===== src/inc/sar_adc_sequencer_regs.vh =====
// register map, field positions and constants for the sar converter control
// Contract
// - converter works only while enable bit is one; otherwise idle shutdown
// - ground negative input means single-ended; anything else differential
// - single-ended codes unsigned; full scale 0x03FF right, 0xFFC0 left
// - single-ended unused result bits read zero in both justifications
// - differential codes two's complement; 0x01FF and 0xFE00 right-justified
// - right-justified differential upper bits copy the sign bit
// - left-justified differential low bits zero; 0x7FC0 and 0x8000
// - left-justify bit places code low ten or upper ten bits
// - sar clock is system clock divided by divider field plus one
// - start source chosen by start-select field among six sources
// - busy bit reads one during conversion, zero after it ends
// - busy falling sets done flag and result valid while flag set
// - timer 2/3 source uses low overflow in 8-bit, high in 16-bit
// - normal tracking: input tracked always except during conversion
// - low-power tracking: each non-pin start tracks 3 sar clocks first
// - low-power with pin source tracks while pin low, converts on rise
// - positive select: pins 0-15, temp 16, supply 17, none above; reset 0x1F
// - start codes: 000 sw,001 t0,010 t2,011 t1,100 pin,101 t3,11x reserved
// - sar clock divider is 5-bit field in configuration register
// - conversion takes at least 10 sar clocks after tracking
`ifndef SAR_ADC_SEQUENCER_REGS_VH
`define SAR_ADC_SEQUENCER_REGS_VH
`define ADDR_NEG_SEL    8'hBA
`define ADDR_POS_SEL    8'hBB
`define ADDR_CONFIG     8'hBC
`define ADDR_RES_LOW    8'hBD
`define ADDR_RES_HIGH   8'hBE
`define ADDR_CONTROL    8'hE8
`define RST_POS_SEL     5'h1F
`define RST_NEG_SEL     5'h1F
`define RST_DIVIDER     5'h1F
`define NEG_GND_CODE    5'h11
`define POS_TEMP_CODE   5'h10
`define POS_VDD_CODE    5'h11
`define CTL_EN          7
`define CTL_TRACK       6
`define CTL_DONE        5
`define CTL_BUSY        4
`define CFG_LJ          2
`define SRC_SOFTWARE    3'h0
`define SRC_TIMER0      3'h1
`define SRC_TIMER2      3'h2
`define SRC_TIMER1      3'h3
`define SRC_PIN         3'h4
`define SRC_TIMER3      3'h5
`define TRACK_SAR_CLKS  2'h3
`define CONV_SAR_CLKS   4'hA
`endif


===== src/hw/sar_adc_sequencer.v =====
// control logic for the 10-bit successive-approximation converter
//
// Decided for this implementation: strobed register access.
`timescale 1ns/1ps
`include "sar_adc_sequencer_regs.vh"
module sar_adc_sequencer (
   input  wire       clk,
   input  wire       srst,
   input  wire [7:0] addr,
   input  wire [7:0] wdata,
   input  wire       wr,
   input  wire       rd,
   output reg  [7:0] rdata,
   input  wire       timer0_ovf,
   input  wire       timer1_ovf,
   input  wire       timer2_low_ovf,
   input  wire       timer2_high_ovf,
   input  wire       timer2_split8,
   input  wire       timer3_low_ovf,
   input  wire       timer3_high_ovf,
   input  wire       timer3_split8,
   input  wire       external_convert_start,
   input  wire [9:0] sar_code,
   output reg  [4:0] pos_mux,
   output reg        pos_is_temp,
   output reg        pos_is_supply,
   output reg        pos_none,
   output reg  [4:0] neg_mux,
   output wire       differential,
   output reg        adc_powered,
   output reg        track,
   output reg        sar_clk_en,
   output reg        sample_hold
);
   localparam S_IDLE  = 3'b001;
   localparam S_TRACK = 3'b010;
   localparam S_CONV  = 3'b100;

   reg  [4:0] positive_select_field;
   reg  [4:0] negative_input_select;
   reg  [4:0] sar_clock_divider;
   reg        left_justify_bit;
   reg        adc_enable_bit;
   reg        low_power_track_bit;
   reg        conversion_done_flag;
   reg  [2:0] conversion_start_select;
   reg  [7:0] result_high_byte;
   reg  [7:0] result_low_byte;
   reg  [2:0] state;
   reg  [4:0] div_cnt;
   reg  [3:0] step_cnt;
   reg        pin_s1;
   reg        pin_s2;
   reg        pin_prev;
   reg        start_evt;
   reg        sw_start;
   reg [15:0] formatted;
   wire       sar_tick;
   wire       pin_rise;
   wire       t2_ovf;
   wire       t3_ovf;
   wire       busy;
   wire       finish;

   // pin is asynchronous, two stages before use
   always @(posedge clk) begin
      pin_s1   <= external_convert_start;
      pin_s2   <= pin_s1;
      // idle low after reset, so no false edge
      if (srst) begin
         pin_prev <= 1'b0;
      end else begin
         pin_prev <= pin_s2;
      end
   end
   assign pin_rise = pin_s2 & ~pin_prev;

   assign differential = (negative_input_select != `NEG_GND_CODE);

   assign t2_ovf = timer2_split8 ? timer2_low_ovf : timer2_high_ovf;
   assign t3_ovf = timer3_split8 ? timer3_low_ovf : timer3_high_ovf;

   always @* begin
      sw_start = wr && (addr == `ADDR_CONTROL) && wdata[`CTL_BUSY];
      case (conversion_start_select)
         `SRC_SOFTWARE: start_evt = sw_start;
         `SRC_TIMER0:   start_evt = timer0_ovf;
         `SRC_TIMER2:   start_evt = t2_ovf;
         `SRC_TIMER1:   start_evt = timer1_ovf;
         `SRC_PIN:      start_evt = pin_rise;
         `SRC_TIMER3:   start_evt = t3_ovf;
         // reserved codes never start
         default:       start_evt = 1'b0;
      endcase
   end

   assign sar_tick = (div_cnt == sar_clock_divider);
   always @(posedge clk) begin
      if (srst || state == S_IDLE || sar_tick) begin
         div_cnt <= 5'h00;
      end else begin
         div_cnt <= div_cnt + 5'h01;
      end
   end

   assign busy   = (state != S_IDLE);
   // an aborted conversion must not load or flag
   assign finish = adc_enable_bit && (state == S_CONV) && sar_tick &&
                   (step_cnt == `CONV_SAR_CLKS - 4'h1);

   always @(posedge clk) begin
      if (srst) begin
         state    <= S_IDLE;
         step_cnt <= 4'h0;
      end else if (!adc_enable_bit) begin
         state    <= S_IDLE;
         step_cnt <= 4'h0;
      end else begin
         case (state)
            S_IDLE: begin
               step_cnt <= 4'h0;
               if (start_evt) begin
                  if (low_power_track_bit &&
                      conversion_start_select != `SRC_PIN) begin
                     state <= S_TRACK;
                  end else begin
                     state <= S_CONV;
                  end
               end
            end
            S_TRACK: begin
               if (sar_tick) begin
                  if (step_cnt == {2'b00, `TRACK_SAR_CLKS} - 4'h1) begin
                     state    <= S_CONV;
                     step_cnt <= 4'h0;
                  end else begin
                     step_cnt <= step_cnt + 4'h1;
                  end
               end
            end
            S_CONV: begin
               if (sar_tick) begin
                  if (finish) begin
                     state    <= S_IDLE;
                     step_cnt <= 4'h0;
                  end else begin
                     step_cnt <= step_cnt + 4'h1;
                  end
               end
            end
            default: begin
               state    <= S_IDLE;
               step_cnt <= 4'h0;
            end
         endcase
      end
   end

   always @* begin
      if (left_justify_bit) begin
         formatted = {sar_code, 6'h00};
      end else if (differential) begin
         formatted = {{6{sar_code[9]}}, sar_code};
      end else begin
         formatted = {6'h00, sar_code};
      end
   end

   always @(posedge clk) begin
      if (srst) begin
         result_high_byte <= 8'h00;
         result_low_byte  <= 8'h00;
      end else if (finish) begin
         result_high_byte <= formatted[15:8];
         result_low_byte  <= formatted[7:0];
      end
   end

   // register writes
   always @(posedge clk) begin
      if (srst) begin
         positive_select_field   <= `RST_POS_SEL;
         negative_input_select   <= `RST_NEG_SEL;
         sar_clock_divider       <= `RST_DIVIDER;
         left_justify_bit        <= 1'b0;
         adc_enable_bit          <= 1'b0;
         low_power_track_bit     <= 1'b0;
         conversion_start_select <= `SRC_SOFTWARE;
      end else if (wr) begin
         case (addr)
            `ADDR_POS_SEL: positive_select_field <= wdata[4:0];
            `ADDR_NEG_SEL: negative_input_select <= wdata[4:0];
            `ADDR_CONFIG: begin
               sar_clock_divider <= wdata[7:3];
               left_justify_bit  <= wdata[`CFG_LJ];
            end
            `ADDR_CONTROL: begin
               adc_enable_bit          <= wdata[`CTL_EN];
               low_power_track_bit     <= wdata[`CTL_TRACK];
               conversion_start_select <= wdata[2:0];
            end
            default: ;
         endcase
      end
   end

   // set wins over a software clear in the same cycle
   always @(posedge clk) begin
      if (srst) begin
         conversion_done_flag <= 1'b0;
      end else if (finish) begin
         conversion_done_flag <= 1'b1;
      end else if (wr && addr == `ADDR_CONTROL) begin
         conversion_done_flag <= wdata[`CTL_DONE];
      end
   end

   // read data one cycle after the strobe
   always @(posedge clk) begin
      if (srst || !rd) begin
         rdata <= 8'h00;
      end else begin
         case (addr)
            `ADDR_POS_SEL: rdata <= {3'h0, positive_select_field};
            `ADDR_NEG_SEL: rdata <= {3'h0, negative_input_select};
            `ADDR_CONFIG:  rdata <= {sar_clock_divider, left_justify_bit,
                                     2'h0};
            `ADDR_RES_HIGH: rdata <= result_high_byte;
            `ADDR_RES_LOW:  rdata <= result_low_byte;
            `ADDR_CONTROL: rdata <= {adc_enable_bit, low_power_track_bit,
                                     conversion_done_flag, busy, 1'b0,
                                     conversion_start_select};
            default:       rdata <= 8'h00;
         endcase
      end
   end

   // analog-side controls, registered
   always @(posedge clk) begin
      if (srst) begin
         pos_mux       <= `RST_POS_SEL;
         pos_is_temp   <= 1'b0;
         pos_is_supply <= 1'b0;
         pos_none      <= 1'b1;
         neg_mux       <= `RST_NEG_SEL;
         adc_powered   <= 1'b0;
         track         <= 1'b0;
         sar_clk_en    <= 1'b0;
         sample_hold   <= 1'b0;
      end else begin
         pos_mux       <= positive_select_field;
         pos_is_temp   <= positive_select_field == `POS_TEMP_CODE;
         pos_is_supply <= positive_select_field == `POS_VDD_CODE;
         pos_none      <= positive_select_field > `POS_VDD_CODE;
         neg_mux       <= negative_input_select;
         adc_powered   <= adc_enable_bit;
         if (!adc_enable_bit) begin
            track <= 1'b0;
         end else if (!low_power_track_bit) begin
            track <= (state != S_CONV);
         end else if (conversion_start_select == `SRC_PIN) begin
            track <= (state == S_IDLE) && !pin_s2;
         end else begin
            track <= (state == S_TRACK);
         end
         // gated by enable so shutdown drops them at once
         sar_clk_en  <= sar_tick && busy && adc_enable_bit;
         sample_hold <= (state == S_CONV) && adc_enable_bit;
      end
   end
endmodule


===== config.mk =====
export PLATFORM = sky130hd
export DESIGN_NAME = sar_adc_sequencer
export DESIGN_NICKNAME = d
export VERILOG_FILES = /design/src/hw/sar_adc_sequencer.v
export VERILOG_INCLUDE_DIRS = /design/src /design/src/inc
export SDC_FILE = /design/constraint.sdc
export NUM_CORES = 1
export LEC_CHECK = 0
export BUFFER_PORTS_ARGS = -buffer_cell sky130_fd_sc_hd__buf_4
export CORE_ASPECT_RATIO = 0.75
export CORE_MARGIN = 2
export CORE_UTILIZATION = 50
export DETAILED_ROUTE_END_ITERATION = 12
export GPL_ROUTABILITY_DRIVEN = 0
export GPL_TIMING_DRIVEN = 0
export PLACE_DENSITY = 0.73
export REMOVE_ABC_BUFFERS = 1
export SLEW_MARGIN = 15
export SYNTH_ARGS = -nofsm -noshare
export SYNTH_HDL_FRONTEND = slang
export SYNTH_SLANG_ARGS = --single-unit

===== constraint.sdc =====
create_clock -name clk -period 2.43 [get_ports clk]
set_clock_uncertainty 0.1 [all_clocks]
set_input_delay 0.486 -clock clk [delete_from_list [all_inputs] [get_ports clk]]
set_output_delay 0.486 -clock clk [all_outputs]
set_load 0.02 [all_outputs]

# --- Word level (Yosys, flattened, before mapping) ---
# Index checks and enable logic that the tools add are counted.
totals:
  regBits: 78
  output_inout_bits: 26
classes:
  n_addsub: 2
  order_cmp: 1
  n_eq_ne: 28
  n_mux: 22
  bitwise: 3
  n_reduce_logical: 23
op_table:
  columns: ["op", "count"]
  rows:
  - ["$eq 8x8->1 const B", 6]
  - ["$pmux 8 s6", 1]
  - ["$mux 16", 2]
  - ["$mux 3", 6]
  - ["$mux 4", 4]
  - ["$eq 5x5->1 const B", 2]
  - ["$ne 2x2->1 const B", 5]
  - ["$reduce_and 2->1", 5]
  - ["$eq 3x2->1 const B", 3]
  - ["$eq 3x3->1 const B", 3]
  - ["$logic_and 1x1->1", 9]
  - ["$pmux 3 s3", 1]
  - ["$pmux 4 s2", 1]
  - ["$eq 3x1->1 const B", 2]
  - ["$mux 1", 6]
  - ["$ne 3x3->1 const B", 2]
  - ["$pmux 1 s6", 1]
  - ["$add 5x1->5 const B", 1]
  - ["$eq 5x5->1", 1]
  - ["$gt 5x5->1 const B", 1]
  - ["$ne 5x5->1 const B", 1]
  - ["$reduce_and 5->1", 1]
  - ["$add 4x1->4 const B", 1]
  - ["$eq 4x2->1 const B", 1]
  - ["9 further kinds", 13]

# --- Logic depth before layout (Yosys ltp) ---
# Gate-level depths: netlist (run 1).
depth:
  depth_word: 7
  mapped_depth: 9

# --- Least setup slack after synthesis (run 1) ---
# No wires, ideal clock.
synth_path:
  path_kind: "input to register"
  start: "in addr[1]"
  end: "reg state[1]"
  setup_ns: 0.072
  t_arrival_ns: 1.804
  t_required_ns: 2.258
  path_slack_ns: 0.455
  cell_stages: 9
  n_path_buf: 3
  path_cell_list: "buf_2 > nor2_1 > and3_1 > buf_6 > and2_4 > buf_6 > a211o_1 > nand3_2 > mux2i_1"
synth_between:
  elab_chain_len: 6
synth_rtl:
  columns: ["item", "line_no", "rtl"]
  rows:
  - ["start, declared", "sar_adc_sequencer.v:9", "input wire [7:0] addr,"]
  - ["$eq 8x8->1", null, null]
  - ["$logic_and 1x1->1 (2 in a row)", "sar_adc_sequencer.v:84", "sw_start = wr && (addr == `ADDR_CONTROL) && wdata[`CTL_BUSY];"]
  - ["$pmux 1 s6", "sar_adc_sequencer.v:85", "case (conversion_start_select)"]
  - ["$ne 2x2->1 (no line)", null, null]
  - ["$reduce_and 5->1 (no line)", null, null]
  - ["end signal, assigned", "sar_adc_sequencer.v:113", "state <= S_IDLE;"]
  - ["end signal, assigned", "sar_adc_sequencer.v:116", "state <= S_IDLE;"]
  - ["end signal, assigned", "sar_adc_sequencer.v:125", "state <= S_TRACK;"]
  - ["end, declared", "sar_adc_sequencer.v:49", "reg [2:0] state;"]
# No other way between the ends.
# A chain may end at the register's enable or synchronous reset.

# --- Final worst setup path (run 1) ---
layout_path:
  start: "reg state[0]"
  end: "reg state[2]"
layout_between:
  elab_chain_len: 6
  word_cells_on_any_way: 13
  classes_between: "eq/ne: 8; mux: 1; reduce/logical: 4"
layout_rtl:
  columns: ["item", "line_no", "rtl"]
  rows:
  - ["$eq 3x3->1", "sar_adc_sequencer.v:108, sar_adc_sequencer.v:119", null]
  - ["$logic_and 1x1->1 (3 in a row)", "sar_adc_sequencer.v:108", "assign finish = adc_enable_bit && (state == S_CONV) && sar_tick &&"]
  - ["$ne 2x2->1 (no line)", null, null]
  - ["$reduce_and 5->1 (no line)", null, null]
# Parallel ways exist; a longest one is shown, timed or not.

==> results.sh, run 1 <==
export IMPL_clk_latency_ns=0.35
export IMPL_min_period_over_period_pct=92.0
export IMPL_worst_pin_slew_ns=0.728
export IMPL_maxCapViolCount=0
export IMPL_fmax_mhz=447
export IMPL_finalSetupViolations=0
export IMPL_diodes=0
export IMPL_postSynthAreaPerCell_um2=9.02
export IMPL_layout_nets=485
export IMPL_drt_total_wl_um=8270
export IMPL_tns_ns=0
export IMPL_yosysWarnings=0
export IMPL_yosys_register_bits=78
export IMPL_cts_buffers=9
export IMPL_synth_edf_count=0
export IMPL_synth_seq_area_share_pct=44.9
export IMPL_vias=2984
export IMPL_post_drt_wl_per_cell_um=15.6
export IMPL_fin_util_pct=62.3
export IMPL_cts_max_path_buffers=2
export IMPL_synthArstFlopShare_pct=0
export IMPL_overflow=0
export IMPL_final_cell_mix="dfxtp_1 (78), buf_4 (67), nand2_1 (43)"
export IMPL_die_w_um=100
export IMPL_drc=0
export IMPL_grtUsageTotal_pct=21.5
export IMPL_ctsRootBufferMaster="clkbuf_8"
export IMPL_rrSetupSlack_ns=0.19
export IMPL_core_rowCount=26
export IMPL_yosys_most_used_dff="dfxtp_1"
export IMPL_drtPass1Iterations=4
export IMPL_power_density_nw_per_um2=596
export IMPL_synth_area_um2=3470
export IMPL_cts_htree_levels=3
export IMPL_end_kind="flop"
export IMPL_viasPerCell=5.62
export IMPL_critPathLaunchType="flop"
export IMPL_top_usage_layer="met1"
export IMPL_die_h_um=76.2
export IMPL_postPlaceCellArea_um2=3940
export IMPL_syn_inst=385
export IMPL_antenna_found_initial=0
export IMPL_rsz0062_at_grt="false"
export IMPL_hp_class="in -> reg"
export IMPL_syn2layout_area_growth_pct=21.4
export IMPL_cts_tree="built"
export IMPL_drt_initial_drc_count=188
export IMPL_worstPathMaxFanout=10
export IMPL_die_area_um2=7640
export IMPL_synth_area_leaders="dfxtp_1 (45%), nand2_1 (4.6%), nor2_1 (4.1%)"
export IMPL_synth_top_cell_area_share_pct=44.9
export IMPL_ios=65
export IMPL_crit_type="reg -> reg"
export IMPL_power_total_mw=2.51
export IMPL_antenna_left=0
export IMPL_status="complete, no violations"
export IMPL_cts_sinks=78
export IMPL_grt_pass1_vias=2626
export IMPL_drive_gt1_share_pct=24.8
export IMPL_core_area_um2=6770
export IMPL_fin_crit_ns=2.24
export IMPL_grtUsageMet1_pct=31.3
export IMPL_grt_pass1_wl_um=13000
export IMPL_relSlewSlack_pct=51.1
export IMPL_grtUsageMet3_pct=7.16
export IMPL_p_leak_nw=1.57
export IMPL_final_cell_area_um2=4220
export IMPL_peakVddDrop_mv=0.273
export IMPL_placed_cells=511
export IMPL_yosys_cell_types_count=53
export IMPL_fin_cells=531
export IMPL_layout_commonest_cell="dfxtp_1"
export IMPL_clk_pin_slew_ns=0.08
export IMPL_cp_arrival_ns=2.42
export IMPL_grt_max_degree=54
export IMPL_crit_required_ns=2.62
export IMPL_report_final_slew_viol_count=0
export IMPL_io_buffers=64
export IMPL_start_util_pct=51.3
export IMPL_grtUsageMet2_pct=29.4
export IMPL_place_hpwl_um=5690
export IMPL_yosysTopAreaCell="dfxtp_1"
export IMPL_finalHoldViolCount=0
## final cells by class
class,count,area (um2)
clock buffer,11,151
clock inverter,5,81.3
fill,606,2550
inverter,9,33.8
multi-input combinational,277,1780
sequential,78,1560
tap,84,105
timing repair buffer,67,503
## power breakdown
group | leakage [nW] | internal [mW] | switching (mW) | total [mW]
Clock | 0.116 | 0.634 | 0.477 | 1.11
Sequential | 0.630 | 1.28 | 0.00210 | 1.28
Combinational | 0.825 | 0.0594 | 0.0599 | 0.119
Total | 1.57 | 1.97 | 0.539 | 2.51
## synth_stat cells (5+ instances only)
master     n
clkbuf_1  12
a221oi_1   6
nand3_1   15
mux2i_1   11
nand2_1   43
a211o_1   12
nand3b_1  11
and3_1     5
xor2_1     7
nand2b_1   6
inv_1      9
buf_2      6
nor2b_1   16
or2_2     10
a21oi_1   22
dfxtp_1   78
a211oi_1   6
nor2_1    38
nor3_1     9
## routing by layer
layer	part of all wire, %	wire, um
met5	0	0
met4	1.4	114
met3	7.9	650
met2	43	3590
met1	47	3910
## kinds of logic (layout without fill, tap and decap cells)
kind of cell    count (synthesis)  after routing  synth area share, %
simple gates                  173            174                 26.4
flops                          78             78                 44.9
compound gates                 75             75                 16.0
buf+inv                        31             92                 4.43
mux                            15             15                 4.47
xor+xnor                        9              9                 2.27
fa+ha+maj                       4              4                 1.44
## flip-flops by register name, summed over array words and instances, names as in the netlist, 3 cells and up
signal	flops
rdata	8
result_high_byte	8
result_low_byte	8
div_cnt	5
neg_mux	5
negative_input_select	5
pos_mux	5
positive_select_field	5
sar_clock_divider	5
step_cnt	4
conversion_start_select	3
state	3
## through the flow
step | hold WS (ns) | setup slack [ns]
after CTS | 0.120 | 0.0298
after floorplan | 0.210 | 0.348
after global placement | 0.217 | -0.0549
after global routing | 0.115 | 0.105
final | 0.134 | 0.193
after detailed placement | 0.227 | -0.0762
## worst max-delay path, cell delays in order (launching register included)
cell,delay [ns]
dfxtp_1,0.67
nand2b_1,0.14
nor2_1,0.39
o311ai_0,0.23
a211o_1,0.34
nand3_2,0.12
mux2i_1,0.18
## path summary, 6_finish.rpt
path / startpoint / to / depth (start not counted)
setup / recovery: state[0] / state[2] / 6
hold / removal: external_convert_start / pin_s1 / 1
setup reg to reg: state[0] / state[2] / 6
hold reg to reg: pin_s1 / pin_s2 / 0
## repair_timing
item | in CTS | in global routing
hold buffers | 0 | 0
pin swaps | 1 | 0
cloned | 0 | 1
buffers inserted | 0 | 3
endpoints found under the setup margin | 11 | 16
resized for setup | 0 | 1
Note: power is estimated with default switching activity, not from simulation.
==> run 2, diff against run 1 <==
- ABC_AREA: default -> 1
==> run 2 against run 1 <==
Effect of this change:
- final cell count up 13%
- routed wire length is 3.5% higher
- register-to-register slack better by 0.42 ns
- worst setup slack better by 0.099 ns
- worst hold slack better by 0.0040 ns
- sequential share of layout area increased by 0.50 points
- via count grew 6.0%
- largest cell class is now registers
==> results.sh, run 2 <==
export IMPL_worst_pin_slew_ns=0.775
export IMPL_postCtsHoldBufs=0
export IMPL_layout_commonest_cell="dfxtp_1"
export IMPL_status="complete, no violations"
export IMPL_place_hpwl_um=6360
export IMPL_final_cell_area_um2=4160
export IMPL_clk_pin_slew_ns=0.08
export IMPL_yosys_register_bits=78
export IMPL_syn_inst=448
export IMPL_cts_buffers=9
export IMPL_synth_top_cell_area_share_pct=46.0
export IMPL_cts_htree_levels=3
export IMPL_power_total_mw=2.51
export IMPL_critPathLaunchType="primary input"
export IMPL_die_h_um=75.3
export IMPL_yosysMostFrequentCell="dfxtp_1"
export IMPL_synth_area_um2=3390
export IMPL_postPlaceCellArea_um2=3930
export IMPL_report_final_slew_viol_count=0
export IMPL_final_cell_mix="dfxtp_1 (78), nand2_1 (69), buf_4 (64)"
export IMPL_synth_area_leaders="dfxtp_1 (46%), nand2_1 (7.6%), a21oi_1 (6.8%)"
export IMPL_antenna_left=0
export IMPL_p_leak_nw=1.80
export IMPL_postCtsSetupRepairBufs=0
export IMPL_peakVddDrop_mv=0.317
export IMPL_crit_type="in -> reg"
export IMPL_biggestRegsByFlops="rdata x8, result_high_byte x8, result_low_byte x8"
export IMPL_drive_gt1_share_pct=20.0
export IMPL_die_area_um2=7470
export IMPL_syn2layout_area_growth_pct=22.6
export IMPL_seq_power_share_pct=51.0
export IMPL_diodes=0
export IMPL_yosysWarnings=0
export IMPL_overflow=0
export IMPL_yosys_cell_types_count=37
export IMPL_pwr_share_clk_pct=43.9
export IMPL_core_rowCount=25
export IMPL_clk_latency_ns=0.35
export IMPL_cts_tree="built"
export IMPL_cts_max_path_buffers=2
export IMPL_ys_top_cells_by_count="dfxtp_1 (78), nand2_1 (69), inv_1 (57)"
export IMPL_antenna_found_initial=0
export IMPL_min_period_over_period_pct=88.0
export IMPL_grt_max_degree=30
export IMPL_yosysTopAreaCell="dfxtp_1"
export IMPL_worstPathMaxFanout=29
export IMPL_ios=65
export IMPL_fmax_mhz=468
export IMPL_rsz0062_at_grt="false"
export IMPL_viasPerCell=5.27
export IMPL_grtUsageTotal_pct=24.1
export IMPL_relSlewSlack_pct=48.0
export IMPL_end_kind="flop"
export IMPL_hp_class="in -> reg"
export IMPL_ctsRootBufferMaster="clkbuf_8"
export IMPL_drt_total_wl_um=8550
export IMPL_drtPass1Iterations=5
export IMPL_p_comb_share_pct=5.1
export IMPL_tns_ns=0
export IMPL_yosys_most_used_dff="dfxtp_1"
export IMPL_fin_crit_ns=2.14
export IMPL_core_area_um2=6440
export IMPL_io_buffers=64
export IMPL_drt_initial_drc_count=227
export IMPL_finalSetupViolations=0
export IMPL_swShare_pct=22.4
export IMPL_cts_resized=0
export IMPL_die_w_um=99.1
export IMPL_vias=3162
export IMPL_power_density_nw_per_um2=604
export IMPL_internal_power_mw=1.95
export IMPL_synthArstFlopShare_pct=0
export IMPL_cts_sinks=78
export IMPL_fillCellCount=582
export IMPL_maxCapViolCount=0
export IMPL_finalHoldViolCount=0
export IMPL_grt_pass1_wl_um=13800
export IMPL_crit_required_ns=2.56
export IMPL_cp_arrival_ns=2.26
export IMPL_synth_seq_area_share_pct=46.0
export IMPL_synth_edf_count=0
export IMPL_layout_nets=557
export IMPL_grt_pass1_vias=2833
export IMPL_start_util_pct=52.6
export IMPL_drc=0
export IMPL_p_sw_mw=0.564
export IMPL_postSynthAreaPerCell_um2=7.57
export IMPL_post_drt_wl_per_cell_um=14.3
[run 2: cell types whose count changed after synthesis, sizes merged, moves of 11 or more]
| cell | change |
|---|---|
| a21oi | +24 |
| nand2 | +30 |
| nor2b | -16 |
| o21ai | +40 |
| a211o | -12 |
| inv | +54 |
| nor2 | +16 |
| nand3b | -11 |
[run 2: final cells by class]
| cell class | count | area, um2 | share of cell area, % |
|---|---|---|---|
| flip-flops and latches | 78 | 1560 | 37.5 |
| repair buffers | 64 | 480 | 11.5 |
| clock buffers | 10 | 138 | 3.31 |
| clock inverters | 6 | 92.6 | 2.23 |
| inverters | 65 | 246 | 5.92 |
| multi-input cells | 296 | 1540 | 37.0 |
| well taps | 81 | 101 | 2.44 |
[run 2: stage by stage]
stage,utilization [%],hold WS [ns],cells,setup slack (ns)
3_3_place_gp,61.0,0.216,584,0.0208
2_1_floorplan,-,0.210,439,0.853
5_1_grt,64.6,0.130,600,0.162
4_1_cts,64.6,0.128,600,0.371
3_5_place_dp,61.0,0.214,584,0.00115
6_report,64.6,0.138,600,0.292
[run 2: cell families after synthesis]
logic type                 count (synthesis)  synth area share (%)
and+or+nand+nor                          180                  25.2
AOI/OAI and AO/OA                        103                  16.3
DFF                                       78                  46.0
buffers and inverters                     74                  8.56
xor gates and xnor gates                   7                  1.81
adders and majority gates                  4                  1.48
muxes                                      2                 0.590
[run 2: path summary, 6_finish.rpt]
| check | start | end | slack, ns | cells past startpoint |
|---|---|---|---|---|
| setup / recovery | srst | rdata[3] | 0.29 | 5 |
| hold / removal | external_convert_start | pin_s1 | 0.14 | 1 |
| setup reg to reg | state[0] | state[0] | 0.61 | 9 |
| hold reg to reg | pin_s1 | pin_s2 | 0.24 | 0 |
[run 2: power by group through the flow]
stage                     Clock (mW)  Sequential, mW  Combinational [mW]
after floorplan                    0            1.31              0.0430
after global placement             0            1.31               0.124
after detailed placement           0            1.31               0.126
after CTS                       1.12            1.28               0.127
after global routing            1.17            1.28               0.141
final                           1.10            1.28               0.128
[run 2: worst max-delay path, cell delays in order]
cell and delay [ns]:
buf_4 0.30, clkinv_1 0.71, nand2_1 0.40, o21bai_2 0.25, a21oi_1 0.10
[run 2: layer usage]
metal	GRT usage (%)	share of wire (%)	vias up
li1	-	-	1596
met3	6.97	7.7	8
met5	0	0	-
met1	33.4	47	1445
met4	7.00	0.96	0
met2	37.2	44	113
==> run 3, diff against run 2 <==
- clock period: 2.43 -> 2 ns (I/O delays scaled with it)
==> run 3 against run 2 <==
Effect of this change:
- register-to-register slack got worse by 0.36 ns
- via count is 0.92% higher
- utilization increased by 0.14 points
- sequential power up 22%
- first-iteration DRC count fell by 4.4%
- total power grew 22%
- combinational power is 23% higher
- critical path type is now reg -> out
- largest cell class unchanged
- largest power group unchanged
- highest routed layer unchanged
==> results.sh, run 3 (synthesized netlist as in run 2, its figures left out) <==
export IMPL_status="complete, no violations"
export IMPL_cts_max_path_buffers=2
export IMPL_worstPathMaxFanout=3
export IMPL_timing_rr_end="state[1]"
export IMPL_antenna_left=0
export IMPL_die_w_um=99.1
export IMPL_overflow=0
export IMPL_hold_depth=1
export IMPL_post_drt_wl_per_cell_um=14.2
export IMPL_die_area_um2=7470
export IMPL_clk_latency_ns=0.35
export IMPL_critPathLaunchType="flop"
export IMPL_hp_start="external_convert_start"
export IMPL_vias=3191
export IMPL_cts_tree="built"
export IMPL_clk_pin_slew_ns=0.08
export IMPL_fmax_mhz=559
export IMPL_drt_initial_drc_count=217
export IMPL_core_rowCount=25
export IMPL_syn2layout_area_growth_pct=22.9
export IMPL_drtPass1Iterations=7
export IMPL_reg2regPathDepth=9
export IMPL_p_leak_nw=1.80
export IMPL_drc=0
export IMPL_diodes=0
export IMPL_ctsRootBufferMaster="clkbuf_8"
export IMPL_core_area_um2=6440
export IMPL_relSlewSlack_pct=61.6
export IMPL_place_hpwl_um=6360
export IMPL_top_usage_layer="met2"
export IMPL_layout_nets=557
export IMPL_viasPerCell=5.32
export IMPL_antenna_found_initial=0
export IMPL_grt_pass1_vias=2833
export IMPL_finalSetupViolations=0
export IMPL_io_buffers=64
export IMPL_ios=65
export IMPL_start_util_pct=52.6
export IMPL_grt_max_degree=30
export IMPL_hp_class="in -> reg"
export IMPL_grtUsageTotal_pct=24.1
export IMPL_min_period_over_period_pct=89.5
export IMPL_drive_gt1_share_pct=20.4
export IMPL_cts_sinks=78
export IMPL_grtUsageMet2_pct=37.2
export IMPL_tns_ns=0
export IMPL_peakVddDrop_mv=0.386
export IMPL_whs_ns=0.0485
export IMPL_cp_arrival_ns=1.29
export IMPL_rsz0062_at_grt="false"
export IMPL_drt_total_wl_um=8550
export IMPL_crit_required_ns=1.50
export IMPL_cts_htree_levels=3
export IMPL_grtUsageMet3_pct=6.97
export IMPL_maxCapViolCount=0
export IMPL_finalHoldViolCount=0
export IMPL_postCtsSetupRepairBufs=0
export IMPL_fin_crit_ns=1.79
export IMPL_placed_cells=584
export IMPL_layout_commonest_cell="dfxtp_1"
export IMPL_end_kind="output port"
export IMPL_cts_buffers=9
export IMPL_report_final_slew_viol_count=0
export IMPL_grtUsageMet1_pct=33.4
export IMPL_rrSetupSlack_ns=0.25
export IMPL_worst_pin_slew_ns=0.572
export IMPL_die_h_um=75.3
export IMPL_power_density_nw_per_um2=733
export IMPL_crit_type="reg -> out"
export IMPL_final_cell_mix="dfxtp_1 (78), nand2_1 (69), buf_4 (64)"
export IMPL_min_to="pin_s1"
export IMPL_biggestRegsByFlops="rdata x8, result_high_byte x8, result_low_byte x8"
export IMPL_fin_cells=600
export IMPL_grt_pass1_wl_um=13800
export IMPL_timing_rr_start="step_cnt[0]"
==> run 3: worst max-delay path by stage <==
| stage | startpoint | end | slack, ns |
|---|---|---|---|
| floorplan | step_cnt[0] | state[1] | 0.49 |
| global placement | srst | rdata[3] | -0.32 |
| detailed placement | srst | rdata[3] | -0.34 |
| CTS | srst | rdata[0] | 0.03 |
| global route | step_cnt[0] | state[2] | 0.04 |
| finish | negative_input_select[4] | differential | 0.21 |
==> run 3: timing repair <==
action	in CTS	in global routing
hold endpoints to repair	0	0
setup endpoints to repair	0	12
gates resized for setup	0	2
hold buffers	0	0
==> run 3: stage by stage <==
stage          setup WS [ns]  instance area (um2)  total power, mW  util, %
2_1_floorplan          0.486                 3350             1.65        -
3_3_place_gp          -0.323                 3930             1.75     61.0
3_5_place_dp          -0.343                 3930             1.75     61.0
4_1_cts               0.0274                 4160             3.07     64.6
5_1_grt               0.0398                 4170             3.15     64.7
6_report               0.210                 4170             3.06     64.7
==> run 3: area by class of cell <==
class,count,area (um2)
Multi-Input combinational cell,296,1550
Tap cell,81,101
Inverter,65,250
Clock inverter,6,92.6
Timing Repair Buffer,64,480
Clock buffer,10,138
Fill cell,581,2270
Sequential cell,78,1560
==> run 3: power by group <==
group	switching, mW	internal (mW)
combinational	0.0884	0.0682
clock	0.597	0.745
sequential	0.00180	1.56
==> run 3: critical path, stage by stage, from the launching register on <==
cell	delay (ns)
dfxtp_1	0.36
inv_1	0.08
nor3_1	0.16
nand3_1	0.15
buf_4	0.19
==> run 3: metal layers <==
layer	up-vias	wire [um]
met5	-	0
met4	0	131
met3	13	725
met2	121	3720
met1	1462	3970
li1	1595	-
